==> src/logic/aabie_pkg.sv <==
// Shared constants and types of the add/AND/bit instruction executor.
// Assumes one 100 MHz clock and a synchronous active-low reset.
package aabie_pkg;
    // ==========================================================
    // Data path widths
    localparam int DATA_W = 8;
    localparam int BIT_IDX_W = 3;
    localparam int MAX_ADDR_W = 7;
    localparam int BUS_ADDR_W = 4;

    // ==========================================================
    // Destination selector values
    localparam logic DEST_ACCUM = 1'h0;
    localparam logic DEST_FILE = 1'h1;

    // ==========================================================
    // Register port offsets
    localparam logic [BUS_ADDR_W-1:0] ACCUM_OFF = 4'h0;
    localparam logic [BUS_ADDR_W-1:0] STATUS_OFF = 4'h1;
    localparam logic [BUS_ADDR_W-1:0] COUNT_OFF = 4'h2;

    // ==========================================================
    // Status register field positions
    localparam int CARRY_POS = 0;
    localparam int HALF_POS = 1;
    localparam int ZERO_POS = 2;
    localparam int SKIP_POS = 3;

    // ==========================================================
    // Reset values
    localparam logic [DATA_W-1:0] ACCUM_RST = 8'h00;
    localparam logic [DATA_W-1:0] COUNT_RST = 8'h00;
    localparam logic FLAG_RST = 1'h0;

    // ==========================================================
    // Operation selector
    typedef enum logic [3:0] {
        OP_NONE = 4'h0,
        OP_ADD_IMM = 4'h1,
        OP_ADD_REG = 4'h2,
        OP_AND_IMM = 4'h3,
        OP_AND_REG = 4'h4,
        OP_CLR_BIT = 4'h5,
        OP_SET_BIT = 4'h6,
        OP_TEST_LOW = 4'h7,
        OP_TEST_HIGH = 4'h8
    } aabie_op_t;

    // ==========================================================
    // Sequencer states, Gray coded
    typedef enum logic [0:0] {
        ST_EXEC = 1'h0,
        ST_NOP = 1'h1
    } aabie_state_t;
endpackage

==> src/logic/aabie_alu_if.sv <==
// Carrier between the executor and its arithmetic unit.
// Assumes both ends run combinationally inside one clock domain.
interface aabie_alu_if;
    import aabie_pkg::*;
    // ==========================================================
    // Operands
    aabie_op_t op;
    logic [DATA_W-1:0] accIn;
    logic [DATA_W-1:0] operand;
    logic [BIT_IDX_W-1:0] bitIdx;
    // ==========================================================
    // Results
    logic [DATA_W-1:0] result;
    logic carry;
    logic halfCarry;
    logic zero;
    logic updArith;
    logic updZero;
    logic bitValue;

    modport client (
        output op, accIn, operand, bitIdx,
        input result, carry, halfCarry, zero, updArith, updZero, bitValue
    );
    modport alu (
        input op, accIn, operand, bitIdx,
        output result, carry, halfCarry, zero, updArith, updZero, bitValue
    );
endinterface

==> src/logic/aabie_exec.sv <==
// Executor for add, AND, bit clear/set and bit test-and-skip
// instructions of a small 8-bit core.
// Assumes decoded operands arrive synchronous to clk, and a file
// register array outside that reads combinationally on regRdAddr
// and writes on the cycle after regWrEn is seen.

// Function
// - Add literal to accumulator, sum into accumulator
// - Literal add updates carry, half-carry, zero
// - Register add sums accumulator with addressed register
// - Destination zero: accumulator; one: file register
// - Literal AND into accumulator, zero flag only
// - Register AND, routed by destination, zero only
// - Bit clear in register, flags unchanged
// - Bit set in register, flags unchanged
// - Skip next when tested bit is low
// - Skip next when tested bit is high
// - Skipped instruction becomes a one-cycle no-op
module aabie_exec #(
    parameter int ADDR_W = aabie_pkg::MAX_ADDR_W
) (
    // Clock and reset
    input wire logic clk,
    input wire logic rst_n,
    // Decoded instruction
    input wire logic instValid,
    input wire aabie_pkg::aabie_op_t instOp,
    input wire logic [ADDR_W-1:0] instAddr,
    input wire logic [aabie_pkg::BIT_IDX_W-1:0] instBit,
    input wire logic [aabie_pkg::DATA_W-1:0] instLiteral,
    input wire logic instDest,
    // Instruction status
    output logic nopCycle,
    output logic instDiscard,
    output logic execDone,
    // File register array
    output logic [ADDR_W-1:0] regRdAddr,
    input wire logic [aabie_pkg::DATA_W-1:0] regRdData,
    output logic regWrEn,
    output logic [ADDR_W-1:0] regWrAddr,
    output logic [aabie_pkg::DATA_W-1:0] regWrData,
    // Accumulator and flags
    output logic [aabie_pkg::DATA_W-1:0] accum,
    output logic carryFlag,
    output logic halfOverflowBit,
    output logic zeroFlag,
    // Register port
    input wire logic [aabie_pkg::BUS_ADDR_W-1:0] busAddr,
    input wire logic [aabie_pkg::DATA_W-1:0] busWrData,
    input wire logic busWr,
    input wire logic busRd,
    output logic [aabie_pkg::DATA_W-1:0] busRdData
);
    import aabie_pkg::*;

    // ==========================================================
    // Elaboration check
    if (ADDR_W < 1 || ADDR_W > MAX_ADDR_W)
    begin : gAddrCheck
        $error("ADDR_W must lie between 1 and 7");
    end

    // ==========================================================
    // Declarations
    aabie_state_t state_r;
    aabie_state_t state_nxt;
    logic [DATA_W-1:0] accum_r;
    logic carry_r;
    logic halfCarry_r;
    logic zero_r;
    logic regWrEn_r;
    logic [ADDR_W-1:0] regWrAddr_r;
    logic [DATA_W-1:0] regWrData_r;
    logic execDone_r;
    logic [DATA_W-1:0] count_r;
    logic [DATA_W-1:0] busRdData_r;
    logic take;
    logic usesFile;
    logic usesLiteral;
    logic writesFile;
    logic writesAccum;
    logic forwardHit;
    logic [DATA_W-1:0] fileValue;
    logic skipNow;
    logic busWrAccum;
    logic busWrStatus;
    logic busWrCount;
    logic [DATA_W-1:0] statusView;

    aabie_alu_if aluIf ();

    // ==========================================================
    // Arithmetic unit
    aabie_alu uAlu (
        .aluIf(aluIf.alu)
    );

    // ==========================================================
    // Instruction acceptance
    // A word offered during the no-op cycle is consumed but dropped
    assign take = instValid && (state_r == ST_EXEC);
    assign instDiscard = instValid && (state_r == ST_NOP);

    // Operand class of the offered instruction
    always_comb
    begin
        usesFile = 1'b0;
        usesLiteral = 1'b0;
        case (instOp)
            OP_ADD_IMM, OP_AND_IMM:
                usesLiteral = 1'b1;
            OP_ADD_REG, OP_AND_REG, OP_CLR_BIT, OP_SET_BIT,
            OP_TEST_LOW, OP_TEST_HIGH:
                usesFile = 1'b1;
            default:
                usesFile = 1'b0;
        endcase
    end

    // ==========================================================
    // File register read with forwarding
    // The write of the previous instruction lands one cycle late,
    // so a back-to-back read of the same address takes it here.
    assign regRdAddr = instAddr;
    assign forwardHit = regWrEn_r && (regWrAddr_r == instAddr);
    assign fileValue = forwardHit ? regWrData_r : regRdData;

    // ==========================================================
    // Operand routing into the arithmetic unit
    assign aluIf.op = take ? instOp : OP_NONE;
    assign aluIf.accIn = accum_r;
    assign aluIf.operand = usesLiteral ? instLiteral : fileValue;
    assign aluIf.bitIdx = instBit;

    // ==========================================================
    // Destination decode
    always_comb
    begin
        writesFile = 1'b0;
        writesAccum = 1'b0;
        case (instOp)
            OP_ADD_IMM, OP_AND_IMM:
                writesAccum = 1'b1;
            OP_ADD_REG, OP_AND_REG:
            begin
                writesFile = (instDest == DEST_FILE);
                writesAccum = (instDest == DEST_ACCUM);
            end
            OP_CLR_BIT, OP_SET_BIT:
                writesFile = 1'b1;
            default:
                writesFile = 1'b0;
        endcase
    end

    // ==========================================================
    // Skip decision
    always_comb
    begin
        skipNow = 1'b0;
        case (instOp)
            OP_TEST_LOW:
                skipNow = take && !aluIf.bitValue;
            OP_TEST_HIGH:
                skipNow = take && aluIf.bitValue;
            default:
                skipNow = 1'b0;
        endcase
    end

    // Next state of the sequencer
    always_comb
    begin
        state_nxt = state_r;
        case (state_r)
            ST_EXEC:
                if (skipNow)
                begin
                    state_nxt = ST_NOP;
                end
            ST_NOP:
                state_nxt = ST_EXEC;
            default:
                state_nxt = ST_EXEC;
        endcase
    end

    // Sequencer register
    always_ff @(posedge clk)
    begin
        if (!rst_n)
        begin
            state_r <= ST_EXEC;
        end
        else
        begin
            state_r <= state_nxt;
        end
    end

    // ==========================================================
    // Register port decode
    assign busWrAccum = busWr && (busAddr == ACCUM_OFF);
    assign busWrStatus = busWr && (busAddr == STATUS_OFF);
    assign busWrCount = busWr && (busAddr == COUNT_OFF);

    // ==========================================================
    // Accumulator; a port write wins over an instruction result
    always_ff @(posedge clk)
    begin
        if (!rst_n)
        begin
            accum_r <= ACCUM_RST;
        end
        else if (busWrAccum)
        begin
            accum_r <= busWrData;
        end
        else if (take && writesAccum)
        begin
            accum_r <= aluIf.result;
        end
    end

    // Carry and half-carry follow additions only
    always_ff @(posedge clk)
    begin
        if (!rst_n)
        begin
            carry_r <= FLAG_RST;
            halfCarry_r <= FLAG_RST;
        end
        else if (busWrStatus)
        begin
            carry_r <= busWrData[CARRY_POS];
            halfCarry_r <= busWrData[HALF_POS];
        end
        else if (take && aluIf.updArith)
        begin
            carry_r <= aluIf.carry;
            halfCarry_r <= aluIf.halfCarry;
        end
    end

    // Zero flag follows additions and ANDs; bit ops leave it alone
    always_ff @(posedge clk)
    begin
        if (!rst_n)
        begin
            zero_r <= FLAG_RST;
        end
        else if (busWrStatus)
        begin
            zero_r <= busWrData[ZERO_POS];
        end
        else if (take && aluIf.updZero)
        begin
            zero_r <= aluIf.zero;
        end
    end

    // ==========================================================
    // File register write-back, issued one cycle after take
    always_ff @(posedge clk)
    begin
        if (!rst_n)
        begin
            regWrEn_r <= 1'b0;
            regWrAddr_r <= '0;
            regWrData_r <= '0;
        end
        else
        begin
            regWrEn_r <= take && writesFile;
            if (take && writesFile)
            begin
                regWrAddr_r <= instAddr;
                regWrData_r <= aluIf.result;
            end
        end
    end

    // ==========================================================
    // Completion pulse and executed-instruction counter
    always_ff @(posedge clk)
    begin
        if (!rst_n)
        begin
            execDone_r <= 1'b0;
        end
        else
        begin
            execDone_r <= take && (usesFile || usesLiteral);
        end
    end

    // Counter wraps; a port write reloads it
    always_ff @(posedge clk)
    begin
        if (!rst_n)
        begin
            count_r <= COUNT_RST;
        end
        else if (busWrCount)
        begin
            count_r <= busWrData;
        end
        else if (take && (usesFile || usesLiteral))
        begin
            count_r <= count_r + 8'h01;
        end
    end

    // ==========================================================
    // Register port read data, one cycle after the strobe
    always_comb
    begin
        statusView = '0;
        statusView[CARRY_POS] = carry_r;
        statusView[HALF_POS] = halfCarry_r;
        statusView[ZERO_POS] = zero_r;
        statusView[SKIP_POS] = (state_r == ST_NOP);
    end

    // Unmapped offsets read as zero
    always_ff @(posedge clk)
    begin
        if (!rst_n)
        begin
            busRdData_r <= '0;
        end
        else if (busRd)
        begin
            case (busAddr)
                ACCUM_OFF: busRdData_r <= accum_r;
                STATUS_OFF: busRdData_r <= statusView;
                COUNT_OFF: busRdData_r <= count_r;
                default: busRdData_r <= '0;
            endcase
        end
        else
        begin
            busRdData_r <= '0;
        end
    end

    // ==========================================================
    // Outputs
    assign nopCycle = (state_r == ST_NOP);
    assign execDone = execDone_r;
    assign regWrEn = regWrEn_r;
    assign regWrAddr = regWrAddr_r;
    assign regWrData = regWrData_r;
    assign accum = accum_r;
    assign carryFlag = carry_r;
    assign halfOverflowBit = halfCarry_r;
    assign zeroFlag = zero_r;
    assign busRdData = busRdData_r;
endmodule // aabie_exec

==> src/logic/aabie_alu.sv <==
// Combinational arithmetic unit: add, AND, bit clear/set, bit pick.
// Assumes operands are stable for the whole cycle.
module aabie_alu (
    // Operand and result bundle
    aabie_alu_if.alu aluIf
);
    import aabie_pkg::*;

    logic [DATA_W:0] sumFull;
    logic [4:0] sumLow;
    logic [DATA_W-1:0] bitMask;

    // ==========================================================
    // Adders and bit mask
    assign sumFull = {1'b0, aluIf.accIn} + {1'b0, aluIf.operand};
    assign sumLow = {1'b0, aluIf.accIn[3:0]} + {1'b0, aluIf.operand[3:0]};
    assign bitMask = DATA_W'(1) << aluIf.bitIdx;
    assign aluIf.bitValue = aluIf.operand[aluIf.bitIdx];
    assign aluIf.zero = (aluIf.result == '0);
    assign aluIf.carry = sumFull[DATA_W];
    assign aluIf.halfCarry = sumLow[4];

    // Result select and flag update enables
    always_comb
    begin
        aluIf.result = aluIf.operand;
        aluIf.updArith = 1'b0;
        aluIf.updZero = 1'b0;
        case (aluIf.op)
            OP_ADD_IMM, OP_ADD_REG:
            begin
                aluIf.result = sumFull[DATA_W-1:0];
                aluIf.updArith = 1'b1;
                aluIf.updZero = 1'b1;
            end
            OP_AND_IMM, OP_AND_REG:
            begin
                aluIf.result = aluIf.accIn & aluIf.operand;
                aluIf.updZero = 1'b1;
            end
            OP_CLR_BIT:
                aluIf.result = aluIf.operand & ~bitMask;
            OP_SET_BIT:
                aluIf.result = aluIf.operand | bitMask;
            default:
                aluIf.result = aluIf.operand;
        endcase
    end
endmodule // aabie_alu

==> config.mk <==
export PLATFORM = sky130hd
export DESIGN_NAME = aabie_exec
export DESIGN_NICKNAME = d
export VERILOG_FILES = /design/src/logic/aabie_pkg.sv /design/src/logic/aabie_alu_if.sv /design/src/logic/aabie_exec.sv /design/src/logic/aabie_alu.sv
export SDC_FILE = /design/constraint.sdc
export NUM_CORES = 1
export LEC_CHECK = 0
export ABC_AREA = 1
export CORE_MARGIN = 3
export CORE_UTILIZATION = 65
export CTS_CLUSTER_SIZE = 28
export DETAILED_ROUTE_END_ITERATION = 12
export DONT_BUFFER_PORTS = 1
export GPL_TIMING_DRIVEN = 0
export PLACE_DENSITY = 0.81
export SLEW_MARGIN = 25
export SYNTH_ARGS = -nofsm -noshare
export SYNTH_HDL_FRONTEND = slang
export SYNTH_HIERARCHICAL = 1
export SYNTH_SLANG_ARGS = --single-unit
==> constraint.sdc <==
create_clock -name clk -period 4.4 [get_ports clk]
set_clock_uncertainty 0.1 [all_clocks]
set_input_delay 0.22 -clock clk [delete_from_list [all_inputs] [get_ports clk]]
set_output_delay 0.22 -clock clk [all_outputs]
set_load 0.02 [all_outputs]
== Word-level counts from Yosys, hierarchy flattened ==
Cells that the tools add are included.
Word-level totals
  register bits: 45
  output and inout port bits: 45
  logic and storage cells: 94
Operators by class
  add/subtract/negate cells: 3
  $lt $le $gt $ge: 1
  eq/ne operators: 17
  shifts and indexed selects: 1
  multiplexer cells: 26
  bitwise gates (word level): 6
  reduce and logical (&&, ||, !) cells: 29
Operators by type and width (number)
  $mux 8: 6
  $pmux 8 s4: 1
  $eq 4x3->1 const B: 7
  $pmux 8 s3: 1
  $eq 4x2->1 const B: 5
  $and 8x8->8: 2
  $logic_and 1x1->1: 13
  $eq 4x1->1 const B: 3
  $mux 1: 12
  $reduce_or 2->1: 5
  $add 8x8->9: 1
  $add 8x1->8 const B: 1
  $logic_not 8->1: 1
  $not 8->8: 1
  $or 8x8->8: 1
  $pmux 1 s2: 4
  $reduce_bool 2->1: 4
  $shl 1x3->8 const A: 1
  $eq 7x7->1: 1
  $reduce_or 6->1: 1
  $add 4x4->5: 1
  $eq 4x4->1 const B: 1
  $logic_not 4->1: 1
  $lt 3x4->1 const B: 1
  other kinds (7): 8

== Depth between registers and ports, before layout ==
  word-level depth: 11
  gate-level depth with buffers: 24

== Modules after synthesis ==
The synthesis kept the hierarchy.
Modules (own cells, without submodules)
  aabie_exec: times used 1, cells each 395, area each 2675.1 µm², seq. area each 900.9 µm²
  aabie_alu: times used 1, cells each 207, area each 1029.7 µm², seq. area each 0.0 µm²

== Least setup slack after synthesis ==
No wires, ideal clock.
  kind: register to register
  from: reg regWrAddr_r[4] (netlist: regWrAddr[4])
  to: reg zero_r (netlist: zeroFlag)
  library setup time: 0.091 ns
  arrival time: 3.046 ns
  required time: 4.209 ns
  slack: 1.163 ns
  stages on the path, launching flop included: 24
  period minus slack after synthesis: 3.237 ns
  cells stage by stage: dfxtp_1 -> xnor2_1 -> nand2_1 -> nor3_2 -> nand2_2 -> nand2_1 -> nand3_1 -> nand2_1 -> ha_1 -> inv_1 -> fa_1 -> inv_1 -> nand2_1 -> nand2_1 -> nand3_1 -> nand2_1 -> nand2_1 -> nand3_1 -> nand3_1 -> nor2_1 -> nand2_1 -> nor2_1 -> nand3_1 -> a311oi_1
Between the ends
  cells in the longest elaborated chain, start to end: 9
RTL lines
  start: declaration: RTL line aabie_exec.sv:72  | logic [ADDR_W-1:0] regWrAddr_r;
  start signal: assignment: RTL line aabie_exec.sv:277  | regWrAddr_r <= instAddr;
  $eq 7x7->1: RTL line aabie_exec.sv:125  | assign forwardHit = regWrEn_r && (regWrAddr_r == instAddr);
  $logic_and 1x1->1: RTL line aabie_exec.sv:125
  $mux 8: RTL line aabie_exec.sv:126  | assign fileValue = forwardHit ? regWrData_r : regRdData;
  $mux 8: RTL line aabie_exec.sv:132  | assign aluIf.operand = usesLiteral ? instLiteral : fileValue;
  named net aluIf.operand[0]: RTL line aabie_alu_if.sv:9  | logic [DATA_W-1:0] operand;
  $add 8x8->9: RTL line aabie_alu.sv:15  | assign sumFull = {1'b0, aluIf.accIn} + {1'b0, aluIf.operand};
  $pmux 8 s4: RTL line aabie_alu.sv:29  | case (aluIf.op)
  named net aluIf.result[6]: RTL line aabie_alu_if.sv:13  | logic [DATA_W-1:0] result;
  $logic_not 8->1: RTL line aabie_alu.sv:19  | assign aluIf.zero = (aluIf.result == '0);
  named net aluIf.zero: RTL line aabie_alu_if.sv:16  | logic zero;
  $mux 1: RTL line aabie_exec.sv:256  | else if (take && aluIf.updZero)
  $mux 1: RTL line aabie_exec.sv:252  | else if (busWrStatus)
  end signal: assignment: RTL line aabie_exec.sv:254  | zero_r <= busWrData[ZERO_POS];
  end signal: assignment: RTL line aabie_exec.sv:258  | zero_r <= aluIf.zero;
  end: declaration: RTL line aabie_exec.sv:70  | logic zero_r;
The timed path passes the listed nets, and every way through them passes these cells. The select of a mux whose other input is x is not followed.
A chain may end at the register's enable or synchronous reset.

== Final worst setup path ==
  from: reg regWrAddr_r[6] (netlist: regWrAddr[6])
  to: reg zero_r (netlist: zeroFlag)
The elaborated chain is that of the path after synthesis.

==> results_dict.tcl <==
set metrics [dict create \
    power_density_nw_per_um2 248 \
    multi_input_area_um2 2300 \
    p_switching_uw 356 \
    hp-class "in2reg" \
    crit_path_start "regWrAddr[6]$_SDFFE_PN0P_" \
    peakVddDrop_mv 0.175 \
    synthToLayoutAreaGrowth_pct 6.42 \
    setup_slack_ns 0.435 \
    critical_path_class "reg2reg" \
    clock-root-buffer "clkbuf_8" \
    drc 0 \
    grt_overflow 0 \
    wl_per_cell_um 15.8 \
    die-area_um2 6640 \
    syn_area_um2 3700 \
    fill_cells 452 \
    status "finished, violations left" \
    ant_nets 0 \
    swShare_pct 36.4 \
    cts_tree "done" \
    fin_crit_sh_pct 90.1 \
    drv_slew 0 \
    rr_worst_depth 21 \
    crit_end "zeroFlag$_SDFFE_PN0P_" \
    end_kind "flip-flop" \
    holdBufCountCts 6 \
    relSlewSlack_pct 58.8 \
    io_buffer_count 0 \
    rows 26 \
    die_x_um 81.5 \
    antenna_found_initial 0 \
    seq_area_um2 901 \
    worstPathArrival_ns 4.10 \
    syn_inst 602 \
    clk_latency_ns 0.31 \
    drive_above_1_share_pct 11.5 \
    synthArstFlopShare_pct 0 \
    finalNetCount 673 \
    die_h_um 81.5 \
    crit_path_max_fanout 9 \
    synth-seq-area-share_pct 24.3 \
    cts.sinks 45 \
    synthFlopType "dfxtp_1" \
    track_usage_pct 32.9 \
    max_freq_ghz 0.252 \
    drt_pass1_iterations 5 \
    setup_viol 0 \
    clockBufferDepth 2 \
    worstPathRequired_ns 4.53 \
    wl_um 10900 \
    postCtsSetupBuffers 0 \
    grt_pass1_wl_um 16800 \
    cts_resized 0 \
    synth.avg_cell_area_um2 6.15 \
    p_int_uw 622 \
    period_needed_ns 3.97 \
    maxCapViolCount 0 \
    grt_max_degree 16 \
    final_common_cell "nand2_1" \
    finalHoldViolCount 1 \
    place.gp.congestion 1.01 \
    vias 4054 \
    ys_seq_elements 45 \
    synth-edff-count 0 \
    synthesis.nets 660 \
    pin_count 93 \
    fin_setup_tns_ns 0 \
    p_leak_nw 1.93 \
    r2r_end "zeroFlag$_SDFFE_PN0P_" \
    core_um2 5300 \
    synth_cell_types 42 \
    violations "hold timing" \
    dp_hpwl_um 8270 \
    p_clk_share_pct 27.0 \
    n_antenna_cell 0 \
    dp_slack_ns 0.541 \
    layout_common_cells "nand2_1 (170), inv_1 (77), nand3_1 (77), nor2_1 (53), dfxtp_1 (45)" \
    pwr-share-comb_pct 26.6 \
    timing.rr.start "regWrAddr[6]$_SDFFE_PN0P_" \
    reg2reg_slack_ns 0.43 \
    drtIter0Drc 277 \
    cts_max_level 2 \
    startpoint_type "flip-flop" \
    start_util_pct 69.9 \
    via_per_inst 5.91 \
    ys.warnings.count 6 \
    whs_ns -0.00450 \
    rsz0062_at_grt "no" \
    cts_buffers 5 \
    seq_power_share_pct 46.4 \
    first_global_vias 3566 \
    worst-slew-pin-transition_ns 0.615 \
    cts.clk_slew.worst_paths_ns 0.09 \
    holdCritStartpoint "busWrData[2]" \
]
Yosys cell counts (4+ instances only):
library cell	count	share of area (%)
nand2_2	9	1.5
ha_1	9	3.0
buf_4	7	1.4
nand3_1	77	10
inv_1	77	7.8
nand2_1	170	17
buf_6	6	1.8
and3_2	4	0.81
nand2_4	5	1.5
dfxtp_1	45	24
nor2_1	53	5.4
o21ai_1	7	0.95
nor2_2	4	0.68
o21ai_0	22	3.0
nand4_1	20	3.4
a21oi_1	32	4.3
xor2_1	7	1.7
or2_2	4	0.68
inv_2	6	0.61
flip-flops by register name (all words and copies together), names as in the netlist:
signal and cells:
halfOverflowBit 1, regWrEn 1, nopCycle 1, regWrAddr 7, zeroFlag 1, execDone 1, accum 8, regWrData 8
busRdData 8, carryFlag 1, count_r 8
layer usage:
metal	up-vias	track usage, %	routed length (um)
met4	0	12.2	308
met5	-	0	0
met1	1832	43.6	4430
met2	228	53.3	4970
li1	1967	-	-
met3	27	6.03	1150
worst min path at each step:
stage	endpoint	slack [ns]	cells after the start
after floorplan	regWrAddr[0]$_SDFFE_PN0P_	0.28	2
after global placement	regWrAddr[3]$_SDFFE_PN0P_	0.29	2
final	zeroFlag$_SDFFE_PN0P_	-0.004	2
after global routing	zeroFlag$_SDFFE_PN0P_	0.001	2
after detailed placement	regWrAddr[2]$_SDFFE_PN0P_	0.29	2
after CTS	zeroFlag$_SDFFE_PN0P_	0.0005	2
power by group through the flow:
stage / Combinational (mW) / Sequential (mW) / Clock (mW)
final: 0.260 / 0.454 / 0.265
after global placement: 0.241 / 0.463 / 0
after global routing: 0.289 / 0.456 / 0.282
after detailed placement: 0.247 / 0.463 / 0
after CTS: 0.254 / 0.453 / 0.265
after floorplan: 0.195 / 0.457 / 0
cell families after synthesis:
family | count (synthesis) | synth area share [%]
adder cells (fa/ha/maj) | 10 | 3.58
flip-flops | 45 | 24.3
AO/OA/AOI/OAI | 70 | 10.2
AND/OR/NAND/NOR | 361 | 46.0
buffers and inverters | 106 | 13.5
XOR/XNOR | 10 | 2.36
stage by stage:
stage	instance area (um2)	utilization, %	total power, mW	instances
after floorplan	3700	-	0.652	602
after CTS	3940	74.4	0.972	686
final	3940	74.4	0.978	686
after detailed placement	3790	71.5	0.710	672
after global routing	3940	74.4	1.03	686
after global placement	3790	71.5	0.703	672
area by class of cell:
cell class / instances / share of cell area, %
buffer: 22 / 4.67
clock buffer: 5 / 1.75
clock inverter: 3 / 0.540
inverter: 84 / 8.06
multi-input combinational: 451 / 58.4
sequential: 45 / 22.8
tap: 70 / 2.22
timing repair buffer: 6 / 1.52
worst max-delay path, cell delays in order, from the launching register on:
cell and delay [ns]:
dfxtp_1 0.50, xnor2_1 0.17, nand2_1 0.08, nor3_2 0.48, nand2_2 0.21, nand2_1 0.12, nand3_1 0.08, nand2_1 0.17
ha_1 0.20, inv_1 0.06, fa_1 0.36, inv_1 0.11, nand3_1 0.10, nand2_1 0.15, nand2_1 0.07, nand3_1 0.06
nand4_1 0.21, nor2_1 0.16, nand2_1 0.06, nor2_1 0.10, nand3_1 0.08, a311oi_1 0.24
Power figures use the tool's default switching activity.
